$ cat config.mk
export PLATFORM = sky130hd
export DESIGN_NAME = ebcs_top
export DESIGN_NICKNAME = d
export VERILOG_FILES = /design/src/design/ebcs_unused_placeholder_never.sv /design/src/design/ebcs_pkg.sv /design/src/design/ebcs_top.sv /design/src/design/ebcs_sync.sv
export SDC_FILE = /design/constraint.sdc
export NUM_CORES = 1
export LEC_CHECK = 0
export BUFFER_PORTS_ARGS = -buffer_cell sky130_fd_sc_hd__buf_4
export CAP_MARGIN = 30
export CORE_UTILIZATION = 45
export DETAILED_ROUTE_END_ITERATION = 6
export PLACE_DENSITY = 0.74
export SYNTH_ARGS = -nofsm -noshare
export SYNTH_HDL_FRONTEND = slang
export SYNTH_HIERARCHICAL = 1
export SYNTH_SLANG_ARGS = --single-unit
$ cat constraint.sdc
create_clock -name CLK_SYS -period 1.7 [get_ports CLK_SYS]
set_input_delay 0.17 -clock CLK_SYS [delete_from_list [all_inputs] [get_ports CLK_SYS]]
set_output_delay 0.17 -clock CLK_SYS [all_outputs]
set_load 0.005 [all_outputs]
$ cat src/design/ebcs_unused_placeholder_never.sv
// Intentionally empty of logic; holds no module.
`default_nettype none
`default_nettype wire

$ cat src/design/ebcs_pkg.sv
// Constants and types shared by the expansion bus chip-select logic.
// What this block does
// Strobe low during external access, else high.
// Read data taken at strobe rising edge.
// Write data driven from strobe falling edge.
// Two eighth-range selects mirror strobe timing.
// Three half-range selects mirror strobe timing.
// Parked-high select pin disables its bank.
// Peripheral select only for 10C0h to 10FFh.
// Selects decoded from top address bits.
// Direction high for reads, low for writes.
// Fetch indicator low during opcode first-byte read.
// Address out on low and high byte ports.
// All selects active low, idle high.
`default_nettype none
package ebcs_pkg;
  // ****************************************************************
  // Address map
  // ****************************************************************
  localparam logic [15:0] PF_FRAME_LO = 16'h10C0;
  localparam logic [15:0] PF_FRAME_HI = 16'h10FF;
  localparam logic [15:0] EXT_BASE = 16'h2000;
  localparam logic [2:0] EIGHTH_FIRST_BLK = 3'h1;
  localparam logic [2:0] EIGHTH_SECOND_BLK = 3'h7;
  localparam logic [1:0] HALF_FIRST_BLK = 2'h1;
  localparam logic [1:0] HALF_SECOND_BLK = 2'h2;
  localparam logic [1:0] HALF_THIRD_BLK = 2'h3;
  // ****************************************************************
  // Timing and reset values
  // ****************************************************************
  localparam int STROBE_CYCLES_DEF = 3;
  localparam int SYNC_STAGES = 2;
  localparam logic [4:0] SEL_IDLE = 5'h1F;
  localparam logic [7:0] BYTE_RST = 8'h00;
  localparam logic [15:0] ADDR_RST = 16'h0000;
  typedef enum logic [1:0] {S_IDLE, S_SETUP, S_STROBE, S_HOLD} ebcs_state_t;
endpackage
`default_nettype wire

$ cat src/design/ebcs_top.sv
// External expansion bus strobe, bank chip selects and bus sequencing.
`default_nettype none
module ebcs_top
  import ebcs_pkg::*;
#(
  parameter int STROBE_CYCLES = STROBE_CYCLES_DEF
)
(
  // Clock and reset
  input wire logic CLK_SYS,
  input wire logic RST,
  // Access request from the core
  input wire logic REQ_VALID,
  input wire logic [15:0] REQ_ADDR,
  input wire logic REQ_WRITE,
  input wire logic REQ_FETCH,
  input wire logic [7:0] REQ_WDATA,
  input wire logic [4:0] BANK_PARK_HIGH,
  output logic REQ_READY,
  output logic REQ_ACK,
  output logic [7:0] RD_DATA,
  // Expansion bus pins
  output logic [7:0] ADDRESS_LOW_BYTE_PORT,
  output logic [7:0] ADDRESS_HIGH_BYTE_PORT,
  output logic READ_WRITE,
  output logic OPCODE_FETCH_INDICATOR_N,
  output logic EXTERNAL_DATA_STROBE_N,
  output logic EIGHTH_BANK_SELECT_FIRST_N,
  output logic EIGHTH_BANK_SELECT_SECOND_N,
  output logic HALF_BANK_SELECT_FIRST_N,
  output logic HALF_BANK_SELECT_SECOND_N,
  output logic HALF_BANK_SELECT_THIRD_N,
  output logic PERIPHERAL_FRAME_SELECT_N,
  input wire logic [7:0] DATA_IN,
  output logic [7:0] DATA_OUT,
  output logic DATA_OE
);
  // ****************************************************************
  // Checks and declarations
  // ****************************************************************
  // The synchroniser delays read data by two cycles, so a shorter strobe
  // would capture data from before the strobe fell.
  // The strobe counter is eight bits wide, so longer strobes cannot be timed.
  if ((STROBE_CYCLES < SYNC_STAGES + 1) || (STROBE_CYCLES > 256))
  begin : g_bad_strobe
    $error("STROBE_CYCLES must lie between three and 256");
  end

  localparam logic [7:0] STROBE_LAST = 8'(STROBE_CYCLES - 1);

  ebcs_state_t state;
  ebcs_state_t next_state;
  logic [7:0] cnt;
  logic [7:0] data_sync;
  logic [15:0] acc_addr;
  logic acc_write;
  logic acc_fetch;
  logic [5:0] acc_sel;
  logic acc_ext;
  logic [15:0] next_addr;
  logic [7:0] next_cnt;
  logic [6:0] next_pins;
  logic take;
  logic dec_pf;
  logic dec_e1;
  logic dec_e2;
  logic dec_h1;
  logic dec_h2;
  logic dec_h3;
  logic next_strobe_low;
  logic next_oe;
  logic strobe_end;

  ebcs_sync #(.WIDTH(8)) u_sync (
    .clk(CLK_SYS),
    .rst(RST),
    .din(DATA_IN),
    .dout(data_sync)
  );

  // ****************************************************************
  // Address decode
  // ****************************************************************
  function automatic logic in_frame(input logic [15:0] a);
    in_frame = (a >= PF_FRAME_LO) && (a <= PF_FRAME_HI);
  endfunction

  assign take = REQ_VALID && REQ_READY;
  assign dec_pf = in_frame(REQ_ADDR);
  // Eighth banks win over the half bank that overlaps them.
  assign dec_e1 = REQ_ADDR[15:13] == EIGHTH_FIRST_BLK;
  assign dec_e2 = REQ_ADDR[15:13] == EIGHTH_SECOND_BLK;
  assign dec_h1 = (REQ_ADDR[15:14] == HALF_FIRST_BLK) && !dec_e1 && !dec_e2;
  assign dec_h2 = (REQ_ADDR[15:14] == HALF_SECOND_BLK) && !dec_e1 && !dec_e2;
  assign dec_h3 = (REQ_ADDR[15:14] == HALF_THIRD_BLK) && !dec_e1 && !dec_e2;

  // ****************************************************************
  // Sequencer
  // ****************************************************************
  assign strobe_end = (state == S_STROBE) && (cnt == STROBE_LAST);

  always_comb
  begin
    next_state = state;
    unique case (state)
      S_IDLE:
        if (take)
          next_state = S_SETUP;
      S_SETUP:
        next_state = acc_ext ? S_STROBE : S_HOLD;
      S_STROBE:
        if (strobe_end)
          next_state = S_HOLD;
      S_HOLD:
        next_state = S_IDLE;
    endcase
  end

  assign next_cnt = (state == S_STROBE) ? cnt + 8'h01 : 8'h00;
  assign next_addr = take ? REQ_ADDR : acc_addr;
  assign next_strobe_low = (next_state == S_STROBE) && acc_ext;
  // Write data rides from the falling strobe edge to one cycle past its rise.
  assign next_oe = acc_write && acc_ext &&
                   ((next_state == S_STROBE) || (next_state == S_HOLD));
  // A parked pin is a general-purpose output held high: never selects.
  assign next_pins = next_strobe_low ?
                     ~({1'b1, acc_sel} & {1'b1, ~BANK_PARK_HIGH, 1'b1}) :
                     7'h7F;

  always_ff @(posedge CLK_SYS)
  begin
    if (RST)
    begin
      state <= S_IDLE;
      cnt <= 8'h00;
      acc_addr <= ADDR_RST;
      acc_write <= 1'b0;
      acc_fetch <= 1'b0;
      acc_sel <= 6'h00;
      acc_ext <= 1'b0;
    end
    else
    begin
      state <= next_state;
      cnt <= next_cnt;
      acc_addr <= next_addr;
      if (take)
      begin
        acc_write <= REQ_WRITE;
        acc_fetch <= REQ_FETCH && !REQ_WRITE;
        acc_sel <= {dec_e1, dec_e2, dec_h1, dec_h2, dec_h3, dec_pf};
        acc_ext <= dec_pf || (REQ_ADDR >= EXT_BASE);
      end
    end
  end

  // ****************************************************************
  // Registered pins and answers
  // ****************************************************************
  always_ff @(posedge CLK_SYS)
  begin
    if (RST)
    begin
      REQ_READY <= 1'b1;
      REQ_ACK <= 1'b0;
      RD_DATA <= BYTE_RST;
      ADDRESS_LOW_BYTE_PORT <= ADDR_RST[7:0];
      ADDRESS_HIGH_BYTE_PORT <= ADDR_RST[15:8];
      READ_WRITE <= 1'b1;
      OPCODE_FETCH_INDICATOR_N <= 1'b1;
      {EXTERNAL_DATA_STROBE_N, EIGHTH_BANK_SELECT_FIRST_N, EIGHTH_BANK_SELECT_SECOND_N,
       HALF_BANK_SELECT_FIRST_N, HALF_BANK_SELECT_SECOND_N, HALF_BANK_SELECT_THIRD_N,
       PERIPHERAL_FRAME_SELECT_N} <= {1'b1, SEL_IDLE, 1'b1};
      DATA_OUT <= BYTE_RST;
      DATA_OE <= 1'b0;
    end
    else
    begin
      REQ_READY <= next_state == S_IDLE;
      REQ_ACK <= next_state == S_HOLD;
      if (strobe_end && !acc_write)
        RD_DATA <= data_sync;
      ADDRESS_LOW_BYTE_PORT <= next_addr[7:0];
      ADDRESS_HIGH_BYTE_PORT <= next_addr[15:8];
      READ_WRITE <= take ? !REQ_WRITE : ((next_state == S_IDLE) || !acc_write);
      OPCODE_FETCH_INDICATOR_N <= take ? !(REQ_FETCH && !REQ_WRITE) :
                                  !(acc_fetch && (next_state != S_IDLE));
      {EXTERNAL_DATA_STROBE_N, EIGHTH_BANK_SELECT_FIRST_N, EIGHTH_BANK_SELECT_SECOND_N,
       HALF_BANK_SELECT_FIRST_N, HALF_BANK_SELECT_SECOND_N, HALF_BANK_SELECT_THIRD_N,
       PERIPHERAL_FRAME_SELECT_N} <= next_pins;
      if (take)
        DATA_OUT <= REQ_WDATA;
      DATA_OE <= next_oe;
    end
  end
endmodule
`default_nettype wire

$ cat src/design/ebcs_sync.sv
// Two-stage synchroniser for the external data bus input.
`default_nettype none
module ebcs_sync
  import ebcs_pkg::*;
#(
  parameter int WIDTH = 8
)
(
  // Clock and reset
  input wire logic clk,
  input wire logic rst,
  // Data
  input wire logic [WIDTH-1:0] din,
  output logic [WIDTH-1:0] dout
);
  logic [WIDTH-1:0] stage1;

  // The first stage feeds only the second, so metastability cannot spread.
  always_ff @(posedge clk)
  begin
    if (rst)
    begin
      stage1 <= '0;
      dout <= '0;
    end
    else
    begin
      stage1 <= din;
      dout <= stage1;
    end
  end
endmodule
`default_nettype wire

Word-level counts from Yosys, hierarchy flattened:

Index checks and enable logic that the tools add are counted.

* input port bits: 42
* bits in registers: 95

* $add $sub $neg: 1
* $lt $le $gt $ge: 3
* bitwise logic cells: 5
* reductions and logical operators: 29
* eq/ne operators: 11
* multiplexer cells: 7

Operator list (count)
* $ge A16 B13 Y1 const B: 1
* $ge A16 B14 Y1 const B: 1
* $le A16 B13 Y1 const B: 1
* $mux W16: 1
* $logic_and A1 B1 Y1: 15
* $eq A2 B2 Y1 const B: 6
* $add A8 B1 Y8 const B: 1
* $eq A8 B2 Y1 const B: 1
* $pmux W2 S4: 1
* $and A7 B7 Y7: 1
* $not A7 Y7: 1
* $logic_not A1 Y1: 6
* $not A5 Y5: 1
* $eq A2 B1 Y1 const B: 2
* $logic_not A2 Y1: 2
* $mux W2: 2
* $reduce_or A2 Y1: 2
* $eq A3 B1 Y1 const B: 1
* $eq A3 B3 Y1 const B: 1
* $logic_or A1 B1 Y1: 3
* $mux W1: 3
* $not A1 Y1: 2
* $reduce_bool A2 Y1: 1

Logic depth before layout (Yosys ltp):

Gate-level depths: netlist of the first run.

* depth after elaboration: 8
* mapped depth: 6
* depth with buffers taken out: 5

By module:

The synthesis of the first run kept the hierarchy.

Modules (own cells, without submodules)
* ebcs_top: cells an instance 271, instances 1, area an instance 2377.3 µm²
* ebcs_sync: cells an instance 33, instances 1, area an instance 464.2 µm²

Least setup slack after synthesis of the first run:

OpenSTA, ideal clock, no wires.

* kind: register to register
* from: register state[0]
* to: register RD_DATA[0]
* library setup time: 72 ps
* stages on the path, launching flop included: 6
* period minus slack after synthesis: 1719 ps
* arrival time: 1648 ps
* slack: -19 ps
* required time: 1628 ps
* buffers on the path: 0
* cells stage by stage: dfxtp_1 inv_1 ha_1 or4b_4 nor3_4 mux2i_1

* longest elaborated chain between the ends: 3

RTL lines
* from (decl): RTL line ebcs_top.sv:51 `ebcs_state_t state;`
* from (signal assigned): RTL line ebcs_top.sv:144 `state <= next_state;`
* $eq A2 B2 Y1: RTL line ebcs_top.sv:100 `assign strobe_end = (state == S_STROBE) && (cnt == STROBE_LAST);`
* $logic_and A1 B1 Y1: RTL line ebcs_top.sv:100
* $logic_and A1 B1 Y1: RTL line ebcs_top.sv:181 `if (strobe_end && !acc_write)`
* to (signal assigned): RTL line ebcs_top.sv:182 `RD_DATA <= data_sync;`
* to (decl): RTL line ebcs_top.sv:21 `output logic [7:0] RD_DATA,`

No other way between the ends.
A chain may end at the register's enable or synchronous reset.

Worst setup path in the final report of the first run:

* from: register cnt[0]
* to: register REQ_READY

* longest elaborated chain between the ends: 5

RTL lines
* from (decl): RTL line ebcs_top.sv:53 `logic [7:0] cnt;`
* from (signal assigned): RTL line ebcs_top.sv:145 `cnt <= next_cnt;`
* $eq A8 B2 Y1: RTL line ebcs_top.sv:100
* $logic_and A1 B1 Y1: RTL line ebcs_top.sv:100
* $mux W2: RTL line ebcs_top.sv:112 `if (strobe_end)`
* $pmux W2 S4: RTL line ebcs_top.sv:105 `unique case (state)`
* $logic_not A2 Y1: RTL line ebcs_top.sv:179 `REQ_READY <= next_state == S_IDLE;`
* to (signal assigned): RTL line ebcs_top.sv:164 `REQ_READY <= 1'b1;`
* to (signal assigned): RTL line ebcs_top.sv:179
* to (decl): RTL line ebcs_top.sv:19 `output logic REQ_READY,`

No other way between the ends.

==> results by group, run 1 <==
Outcome
  – Outcome: finished, final reports clean

Route
  – Metal2 WL: 2927 um
  – Routed length on met1: 2689 um
  – Starting DRC count in detailed routing: 97
  – Drt drc: 0
  – Met3 Routed Length: 523 um
  – DR top layer: met4
  – ANT nets after route: 0
  – Pre-Repair DR Iteration Count: 4
  – Via density per instance: 4.969
  – Drt wl/cell: 12.97 um
  – Final wirelength: 6226 um
  – Via count: 2385

Die
  – FP Rows: 28
  – Core area: 0.005991 mm^2
  – Floorplan die height: 81.47 um
  – Die area: 0.006637 mm^2
  – Initial Util: 47.43%
  – Die X: 81.47 um
  – Top-Level Pins: 86

STA
  – Unrepaired setup endpoints after global routing: yes
  – Worst Tran Pin Value: 509.7 ps
  – Final Setup Violations: 0
  – Fmax: 596.0 MHz
  – Tcrit/Tclk final: 98.70%
  – Slew HR: 65.71%
  – Setup WS post-layout: 22.12 ps
  – Min Tclk post-route: 1678 ps
  – Final Hold Vio Count: 0
  – Slew Viols, Final: 0
  – Final Skew: 13.53 ps
  – Setup TNS: 0 ps

Synthesis
  – Syn. warnings: 6
  – Mapped Cells: 304
  – Synth cell types: 38
  – Mapped Area: 0.002841 mm^2
  – #FFs+latches synth: 79
  – Syn Nets: 351
  – Avg Cell Area, Syn: 9.347 um^2
  – Sequential-to-total area share from yosys stat: 55.66%

Power and ir drop
  – VDD IR max: 0.7415 mV
  – Power Dens Cells: 1255 mW/mm^2
  – Pleak: 0.001603 uW

Place
  – Pre-CTS WS: -17.08 ps
  – # port buffers: 85
  – GP Congestion: 0.7257
  – Final HPWL DP: 4312 um

Worst setup path
  – CP max FO: 3
  – Crit path DAT: 1890 ps
  – CP max stage delay: 500 ps
  – R2r endpoint: REQ_READY$_SDFF_PP1_
  – Worst path required time: 1920 ps
  – Crit end category: flop
  – Critical path launch point type: flop
  – Largest delay contributor family on the critical path: simple AND/OR/NAND/NOR gates
  – Flop-to-flop setup slack: 20 ps
  – R2R cell count: 6
  – Crit path max-delay cell type: or4b_4
  – Most used cell, CP: o211ai_1
  – CP Class: flop to flop
  – Worst path bufs/invs: 2
  – Crit-path cells: inv_2, ha_4, or4b_4, o211ai_1, buf_4, o211ai_1
  – Reg-to-Reg Start: cnt[0]$_SDFF_PP0_

Global route
  – First-pass GRT wire length: 10130 um
  – Number of global-route vias before repair: 2287
  – Largest net degree at the start of global routing: 33
  – Total Routing Usage GR: 20.51%
  – Gr ovfl total: 0
  – Antenna violations before repair: 0

Finish
  – Antenna cells: 0
  – Layout cells sized above 1: 34.57%
  – Layout area overhead: 37.74%
  – Nets: 447

Clocking
  – Clk slew on worst S/H paths: 70 ps
  – CTS sink cnt: 79
  – CTS HTree Levels: 3
  – Cts bufs inserted: 9
  – Clock Tree Root: clkbuf_8
  – Clk_lat worst skew: 350 ps
  – CTS tree: done
  – Cts hold-fix bufs: 0
  – Bufs on Longest Clock Path: 2

Min path
  – Hold depth: 3
  – Hold Crit Endpoint: HALF_BANK_SELECT_THIRD_N$_SDFF_PP1_
  – Hold Startpoint: BANK_PARK_HIGH[0]
  – HP Class: input port to flop

Flow run
  – Max-cap violations: 0
## power breakdown
group          internal, uW  switching [uW]
combinational           537             615
clock                   989             631
sequential             2030             108
total                  3560            1350
## flip-flops by register name, indices dropped and copies added (netlist names), 2 cells and up
signal and count:
u_sync/dout 8, u_sync/stage1 8, state 2, DATA_OUT 8, acc_addr 16, cnt 8
RD_DATA 8, acc_sel 6
## metal layers
| layer | global-route usage, % | vias to the layer above |
|---|---|---|
| li1 | - | 1210 |
| met1 | 23.37 | 1090 |
| met2 | 33.42 | 73 |
| met3 | 9.667 | 12 |
| met4 | 7.321 | 0 |
| met5 | 0 | - |
## layout by cell type (no fill, tap or decap), types with 6 or more instances in the layout
cell type  instances
nor2b_2            7
buf_4             97
a21oi_1           38
dfxtp_1           75
and2b_2            6
mux2i_1            8
clkbuf_8          13
nor3b_1            6
nor2_1             6
nand2_1           77
o21ai_0            8
## cell families (layout without fill, tap and decap cells)
family | after synthesis | count (layout) | synth area share, %
simple gates | 134 | 134 | 24.48
flops | 79 | 79 | 55.66
compound gates | 57 | 57 | 11.27
buf+inv | 18 | 119 | 2.642
mux | 8 | 8 | 2.818
fa+ha+maj | 5 | 5 | 2.202
xor+xnor | 3 | 3 | 0.9249
## stage by stage
stage	std cells	hold WS [ps]	power, uW	util [%]	instance area (um^2)
final	480	30.38	4910	65.33	3914
after global routing	480	19.32	5179	65.33	3914
after CTS	479	18.70	4898	65.00	3894
after detailed placement	462	375.1	3222	60.30	3612
after global placement	462	372.4	3195	60.30	3612
after floorplan	304	263.7	2760	-	2841
## area by class of cell
| cell class | count | area (um^2) |
|---|---|---|
| fill | 474 | 2077 |
| sequential | 79 | 1589 |
| multi-input combinational | 207 | 1221 |
| timing repair buffer | 98 | 748.2 |
| clock buffer | 14 | 182.7 |
| tap | 75 | 93.84 |
| clock inverter | 2 | 60.06 |
| inverter | 5 | 18.77 |
## worst min-delay path, cell delays in order
cell and delay [ps]:
buf_4 80, nor3b_1 30, o21ai_0 50
## cells in the mapped netlist
cell	number	area [um^2]
a211oi_1	2	15.01
a21bo_2	2	20.02
a21oi_1	38	190.2
a311oi_1	1	8.760
and2_1	3	18.77
and2b_2	6	52.55
and3_1	2	12.51
buf_1	3	11.26
buf_6	1	11.26
clkbuf_1	9	33.78
clkinv_1	1	3.750
dfxtp_1	79	1582
ha_1	5	62.56
inv_1	4	15.01
mux2i_1	8	80.08
nand2_1	77	289.0
nand2b_1	1	6.260
nand3_1	4	20.02
nand3b_1	3	22.52
nand4_1	4	25.02
nand4b_1	1	8.760
nor2_1	6	22.52
nor2b_1	5	31.28
nor2b_2	7	61.31
nor3_1	1	5.000
nor3_4	1	16.27
nor3b_1	6	45.04
nor4_1	1	6.260
nor4bb_1	1	10.01
o211a_1	1	10.01
o211ai_1	3	22.52
o21ai_0	9	45.04
o311ai_0	1	8.760
or3_1	3	18.77
or4b_1	1	10.01
or4b_4	1	13.76
xnor2_1	1	8.760
xor2_1	2	17.52
## worst max path at each step
stage | start | end | slack [ps] | cells past startpoint
4_1_cts | cnt[1]$_SDFF_PP0_ | REQ_READY$_SDFF_PP1_ | 20 | 5
5_1_grt | state[0]$_SDFF_PP0_ | OPCODE_FETCH_INDICATOR_N$_SDFF_PP1_ | -10 | 5
6_report | cnt[0]$_SDFF_PP0_ | REQ_READY$_SDFF_PP1_ | 20 | 6
2_1_floorplan | cnt[0]$_SDFF_PP0_ | RD_DATA[0]$_SDFFE_PP0P_ | 10 | 5
3_3_place_gp | state[0]$_SDFF_PP0_ | REQ_ACK$_SDFF_PP0_ | 50 | 5
3_5_place_dp | cnt[1]$_SDFF_PP0_ | OPCODE_FETCH_INDICATOR_N$_SDFF_PP1_ | -20 | 4
## repair_timing
item / 4_1_cts / 5_1_grt
endpoints found under the setup margin: 11 / 10
pin swaps: 2 / 1
resized for setup: 9 / 6
buffers inserted: 1 / 1
Note: power is estimated with default switching activity, not from simulation.
==> inputs of run 2 (changes only) <==
--- a/config.mk
+++ b/config.mk
@@ -7,9 +7,9 @@
 export LEC_CHECK = 0
 export BUFFER_PORTS_ARGS = -buffer_cell sky130_fd_sc_hd__buf_4
 export CAP_MARGIN = 30
-export CORE_UTILIZATION = 45
+export CORE_UTILIZATION = 43
 export DETAILED_ROUTE_END_ITERATION = 6
-export PLACE_DENSITY = 0.74
+export PLACE_DENSITY = 0.71
 export SYNTH_ARGS = -nofsm -noshare
 export SYNTH_HDL_FRONTEND = slang
 export SYNTH_HIERARCHICAL = 1
==> constraint.sdc (replaced) <==
create_clock -name CLK_SYS -period 1.7 [get_ports CLK_SYS]
set_input_delay 0.17 -clock CLK_SYS [delete_from_list [all_inputs] [get_ports CLK_SYS]]
set_output_delay 0.17 -clock CLK_SYS [all_outputs]
set_load 0.05 [all_outputs]
==> run 2 against run 1 <==
Routed wire length down 4.3%. Via count decreased by 1.5%. Die area is 4.5% higher. Combinational power up 34%. Final cell count unchanged. Setup slack better by 40 ps. Clock skew shrank 9.4 ps.
==> results by group, run 2 (same netlist as run 1, synthesis figures left out) <==
Outcome
  – Outcome: finished, final reports clean

Die
  – FP Rows: 29
  – Die area: 0.006937 mm^2
  – Core area: 0.006350 mm^2
  – Die X: 83.29 um
  – Top-Level Pins: 86
  – Floorplan die height: 83.29 um
  – Initial Util: 44.75%

STA
  – Tcrit/Tclk final: 96.35%
  – Fmax: 610.5 MHz
  – Hold slack: 27.88 ps
  – Final Skew: 4.128 ps
  – Slew HR: 68.18%
  – Final Hold Vio Count: 0
  – Min Tclk post-route: 1638 ps
  – Worst Tran Pin Value: 470.9 ps
  – Setup TNS: 0 ps
  – Final Setup Violations: 0
  – Slew Viols, Final: 0

Finish
  – Antenna cells: 0
  – Top reg by flops: acc_addr
  – Nets: 446
  – Most frequent cells in the layout: 95 x buf_4, 77 x dfxtp_1, 77 x nand2_1
  – Max FFs per register: 16
  – Layout cells sized above 1: 33.50%
  – Most common cell after layout, fill and taps aside: buf_4
  – Final core occ: 61.06%
  – Layout area overhead: 36.46%

Route
  – Via density per instance: 4.894
  – Final wirelength: 5959 um
  – Drt wl/cell: 12.41 um
  – ANT nets after route: 0
  – Via count: 2349
  – Drt drc: 0
  – Starting DRC count in detailed routing: 114
  – Pre-Repair DR Iteration Count: 4

Min path
  – HP Class: input port to flop

Clocking
  – CTS tree: done
  – Cts bufs inserted: 9
  – CTS HTree Levels: 3
  – Clock Tree Root: clkbuf_8
  – Bufs on Longest Clock Path: 2
  – Clk slew on worst S/H paths: 70 ps
  – Clk_lat worst skew: 340 ps
  – CTS sink cnt: 79

Worst setup path
  – Largest delay contributor family on the critical path: simple AND/OR/NAND/NOR gates
  – Crit path DAT: 1910 ps
  – Critical path launch point type: flop
  – Worst path bufs/invs: 2
  – CP Class: flop to flop
  – Crit end category: flop
  – Crit-path cells: inv_2, ha_4, or4b_4, nor3_4, buf_12, mux2i_1
  – Crit path max-delay cell type: or4b_4
  – CP max FO: 8
  – Worst path required time: 1970 ps
  – CP max stage delay: 500 ps

Power and ir drop
  – Power Dens Cells: 1327 mW/mm^2
  – Net Sw Power: 1702 uW
  – Power Internal: 3444 uW
  – Clock power share: 28.8%
  – Pleak: 0.001588 uW
  – Sequential Power Share: 41.3%
  – Switching Fraction: 33.07%
  – VDD IR max: 0.9347 mV
  – Comb power frac: 29.9%

Global route
  – Antenna violations before repair: 0
  – Gr ovfl total: 0
  – Number of global-route vias before repair: 2328
  – First-pass GRT wire length: 10190 um
  – Largest net degree at the start of global routing: 32
  – Total Routing Usage GR: 18.43%

Place
  – # port buffers: 85
  – GP Congestion: 0.7084
  – Final HPWL DP: 4271 um

Flow run
  – Max-cap violations: 0
-- run 2: cell count changes in the layout (fill, tap and decap cells not counted), sizes merged --
cell / change
clkinv: +2
buf: -1
clkbuf: -3
-- run 2: final timing paths --
check / slack, ps / depth (start not counted) / start / to
worst min register to register: 440 / 1 / u_sync/stage1[3]$_SDFF_PP0_ / u_sync/dout[3]$_SDFF_PP0_
worst max register to register: 60 / 6 / state[0]$_SDFF_PP0_ / RD_DATA[7]$_SDFFE_PP0P_
worst min-delay path: 30 / 3 / BANK_PARK_HIGH[1] / HALF_BANK_SELECT_SECOND_N$_SDFF_PP1_
worst max-delay path: 60 / 6 / state[0]$_SDFF_PP0_ / RD_DATA[7]$_SDFFE_PP0P_
-- run 2: metrics by stage --
stage | power, uW | setup slack [ps] | std cells | cell area, um^2
finish | 5146 | 61.98 | 480 | 3877
global route | 5427 | -1.438 | 480 | 3877
CTS | 5127 | 5.920 | 478 | 3842
detailed placement | 3609 | 0.6528 | 463 | 3620
global placement | 3590 | 42.24 | 463 | 3620
floorplan | 3129 | 13.04 | 304 | 2841
-- run 2: power by group through the flow --
stage          clock (uW)  combinational (uW)  sequential, uW
6_report             1480                1540            2130
5_1_grt              1620                1660            2150
4_1_cts              1530                1490            2110
3_5_place_dp            0                1460            2150
3_3_place_gp            0                1440            2150
2_1_floorplan           0                 594            2530
-- run 2: layout make-up --
cell class | count | area (um^2)
Clock buffer | 11 | 141.4
Clock inverter | 4 | 70.07
Fill cell | 543 | 2472
Inverter | 5 | 18.77
Multi-Input combinational cell | 207 | 1214
Sequential cell | 79 | 1584
Tap cell | 77 | 96.34
Timing Repair Buffer | 97 | 753.2
-- run 2: layer usage --
metal | vias to the layer above | track usage, % | share of wire (%)
li1 | 1215 | - | -
met1 | 1062 | 21.87 | 44
met2 | 64 | 28.39 | 46
met3 | 8 | 7.853 | 8.3
met4 | 0 | 9.404 | 1.5
met5 | - | 0 | 0
-- run 2: what timing repair did --
item,in CTS,in global routing
endpoints found under the hold margin,0,0
setup buffers,0,2
gates cloned,0,0
pin swaps,1,4
hold buffers,0,0
setup endpoints to repair,1,14
gates resized for setup,2,7
-- run 2: worst register-to-register path: cells and delay by family (launching register included) --
kind                     cells  cell delay [ps]
flip-flops                   1              330
AND/OR/NAND/NOR              2              720
buffers and inverters        2              220
adder cells (fa/ha/maj)      1              130
multiplexers                 1              180
==> inputs of run 3 (changes only) <==
--- a/config.mk
+++ b/config.mk
@@ -5,6 +5,7 @@
 export SDC_FILE = /design/constraint.sdc
 export NUM_CORES = 1
 export LEC_CHECK = 0
+export ABC_AREA = 1
 export BUFFER_PORTS_ARGS = -buffer_cell sky130_fd_sc_hd__buf_4
 export CAP_MARGIN = 30
 export CORE_UTILIZATION = 43
==> run 3 against run 2 <==
Register-to-register slack improved by 150 ps. Core utilization decreased by 2.3 points. Setup slack improved by 150 ps. Combinational power increased by 6%. Sequential share of layout area increased by 1.5 points. Die area decreased by 0.13%. Clock-buffer cell count decreased by 1. Global-route usage decreased by 0.39 points. Via count decreased by 0.55%. Synthesized area decreased by 0.13%.
==> results by group, run 3 <==
Global route
  – First-pass GRT wire length: 9998 um
  – Largest net degree at the start of global routing: 33
  – Total Routing Usage GR: 18.03%
  – Gr ovfl total: 0
  – Number of global-route vias before repair: 2262
  – Antenna violations before repair: 0

Min path
  – HP Class: input port to flop
  – Hold Startpoint: BANK_PARK_HIGH[0]
  – Hold depth: 3
  – Hold Crit Endpoint: HALF_BANK_SELECT_THIRD_N$_SDFF_PP1_

Route
  – Via density per instance: 4.554
  – ANT nets after route: 0
  – Final wirelength: 5636 um
  – Via count: 2336
  – Pre-Repair DR Iteration Count: 4
  – Drt drc: 0
  – Drt wl/cell: 10.99 um
  – Starting DRC count in detailed routing: 86

STA
  – Fmax: 672.1 MHz
  – Slew Viols, Final: 0
  – Final Skew: 7.844 ps
  – Setup WS post-layout: 212.1 ps
  – Hold slack: 25.66 ps
  – Final Setup Violations: 0
  – Worst Tran Pin Value: 423.7 ps
  – Slew HR: 71.60%
  – Unrepaired setup endpoints after global routing: no
  – Min Tclk post-route: 1488 ps
  – Setup TNS: 0 ps
  – Final Hold Vio Count: 0
  – Tcrit/Tclk final: 87.52%

Clocking
  – Bufs on Longest Clock Path: 2
  – CTS tree: done
  – Clk slew on worst S/H paths: 80 ps
  – CTS HTree Levels: 3
  – CTS sink cnt: 79
  – Cts bufs inserted: 9
  – Clk_lat worst skew: 340 ps
  – Cts hold-fix bufs: 0
  – Clock Tree Root: clkbuf_8

Synthesis
  – Synth cell types: 28
  – Mapped Cells: 344
  – Post-synth ARST share: 0%
  – Commonest cells post-synth: 79 x dfxtp_1, 73 x nor2_1, 47 x inv_1
  – Sequential-to-total area share from yosys stat: 55.73%
  – #FFs+latches synth: 79
  – Post-synth top area cell: dfxtp_1
  – Yosys top cell area share: 55.73%
  – Mapped Area: 0.002838 mm^2
  – Flip-flop cell with the highest count after synthesis: dfxtp_1
  – Syn Nets: 391
  – Most frequent cell after synthesis: dfxtp_1
  – Avg Cell Area, Syn: 8.249 um^2
  – Area contributors post-synth: dfxtp_1 56%, nor2_1 9.7%, inv_1 6.2%, o21ai_0 5.8%, a21oi_1 4.2%
  – Syn. warnings: 6
  – Post-synth EDFFs: 0

Place
  – # port buffers: 85
  – GP Congestion: 0.7469
  – Final HPWL DP: 4142 um
  – Pre-CTS WS: 145.2 ps
  – Placed insts: 497

Worst setup path
  – Flop-to-flop setup slack: 210 ps
  – Crit path max-delay cell type: dfxtp_1
  – Crit end category: flop
  – CP Class: flop to flop
  – R2r endpoint: READ_WRITE$_SDFF_PP1_
  – Reg-to-Reg Start: state[0]$_SDFF_PP0_
  – Most used cell, CP: nand2_1
  – Crit-path cells: inv_1, ha_1, nand2_1, nor2_2, nand2_1, nand2_1, nand2_1, nand2_2, nand2_4, nand2_2, nand2_1
  – CP max FO: 9
  – CP max stage delay: 320 ps
  – Critical path launch point type: flop
  – Crit path DAT: 1720 ps
  – R2R cell count: 11
  – Worst path required time: 1930 ps

Die
  – Die area: 0.006928 mm^2
  – Die X: 83.24 um
  – Core area: 0.006350 mm^2
  – Initial Util: 44.69%
  – Top-Level Pins: 86
  – Floorplan die height: 83.24 um
  – FP Rows: 29

Finish
  – Layout area overhead: 31.57%
  – Area occupied by multi-input gates: 980.9 um^2
  – Most frequent cells in the layout: 89 x buf_4, 79 x dfxtp_1, 73 x nor2_1
  – Layout Cells excl Fill: 513
  – Most common cell after layout, fill and taps aside: buf_4
  – Fillers: 603
  – Max FFs per register: 16
  – Antenna cells: 0
  – Reg area: 0.001582 mm^2
  – Nets: 478
  – Layout cells sized above 1: 29.82%
  – Top reg by flops: acc_addr

Power and ir drop
  – Power Dens Cells: 1398 mW/mm^2
  – Overall power: 5221 uW
  – Pleak: 0.001678 uW
  – VDD IR max: 0.7446 mV

Outcome
  – Outcome: finished, final reports clean

Flow run
  – Max-cap violations: 0
run 3: per-stage QoR:
stage | utilization [%] | cell area, um^2
2_1_floorplan | - | 2838
3_3_place_gp | 55.43 | 3520
3_5_place_dp | 55.43 | 3520
4_1_cts | 58.68 | 3726
5_1_grt | 58.80 | 3734
6_report | 58.80 | 3734
run 3: worst max-delay path: cells and delay by family (launching register included):
| family | cells | cell delay [ps] |
|---|---|---|
| fa+ha+maj | 1 | 210 |
| buf+inv | 1 | 110 |
| flops | 1 | 320 |
| simple gates | 9 | 730 |
run 3: final cells by class:
cell class / count / share of cell area (%)
timing repair buffer: 89 / 17.90
inverter: 53 / 5.362
clock inverter: 6 / 1.843
tap: 77 / 2.580
clock buffer: 10 / 3.686
sequential: 79 / 42.36
multi-input combinational: 199 / 26.27
run 3: cells by family after synthesis:
family                   share of synthesized area, %
buffers and inverters                           9.964
flip-flops                                      55.73
adder cells (fa/ha/maj)                         2.205
AND/OR/NAND/NOR                                 20.06
AO/OA/AOI/OAI                                   12.04
run 3: metal layers:
layer  global-route usage [%]  part of all wire, %  wire (um)  vias to the layer above
li1                         -                    -          -                     1239
met1                    21.77                   46       2576                     1035
met2                    29.06                   47       2636                       50
met3                    4.175                  4.7        265                       12
met4                    11.13                  2.8        158                        0
met5                        0                    0          0                        -
run 3: worst max path at each step:
stage                    startpoint                                  end  slack [ps]
2_1_floorplan  REQ_READY$_SDFF_PP1_  OPCODE_FETCH_INDICATOR_N$_SDFF_PP1_         310
5_1_grt         state[0]$_SDFF_PP0_                READ_WRITE$_SDFF_PP1_          30
4_1_cts         state[0]$_SDFF_PP0_              RD_DATA[3]$_SDFFE_PP0P_         130
3_3_place_gp    state[0]$_SDFF_PP0_              RD_DATA[4]$_SDFFE_PP0P_         240
6_report        state[0]$_SDFF_PP0_                READ_WRITE$_SDFF_PP1_         210
3_5_place_dp    state[0]$_SDFF_PP0_              RD_DATA[0]$_SDFFE_PP0P_         150
run 3: repair_timing:
action / in CTS / in global routing
endpoints found under the hold margin: 0 / 0
gates resized for setup: 0 / 1
buffers inserted: 0 / 0
setup endpoints to repair: 0 / 6
run 3: power by group:
group          internal (uW)  leakage (uW)  switching [uW]
Combinational            499      0.000928            1140
Sequential              2070      0.000648             103
Clock                    726      0.000103             684
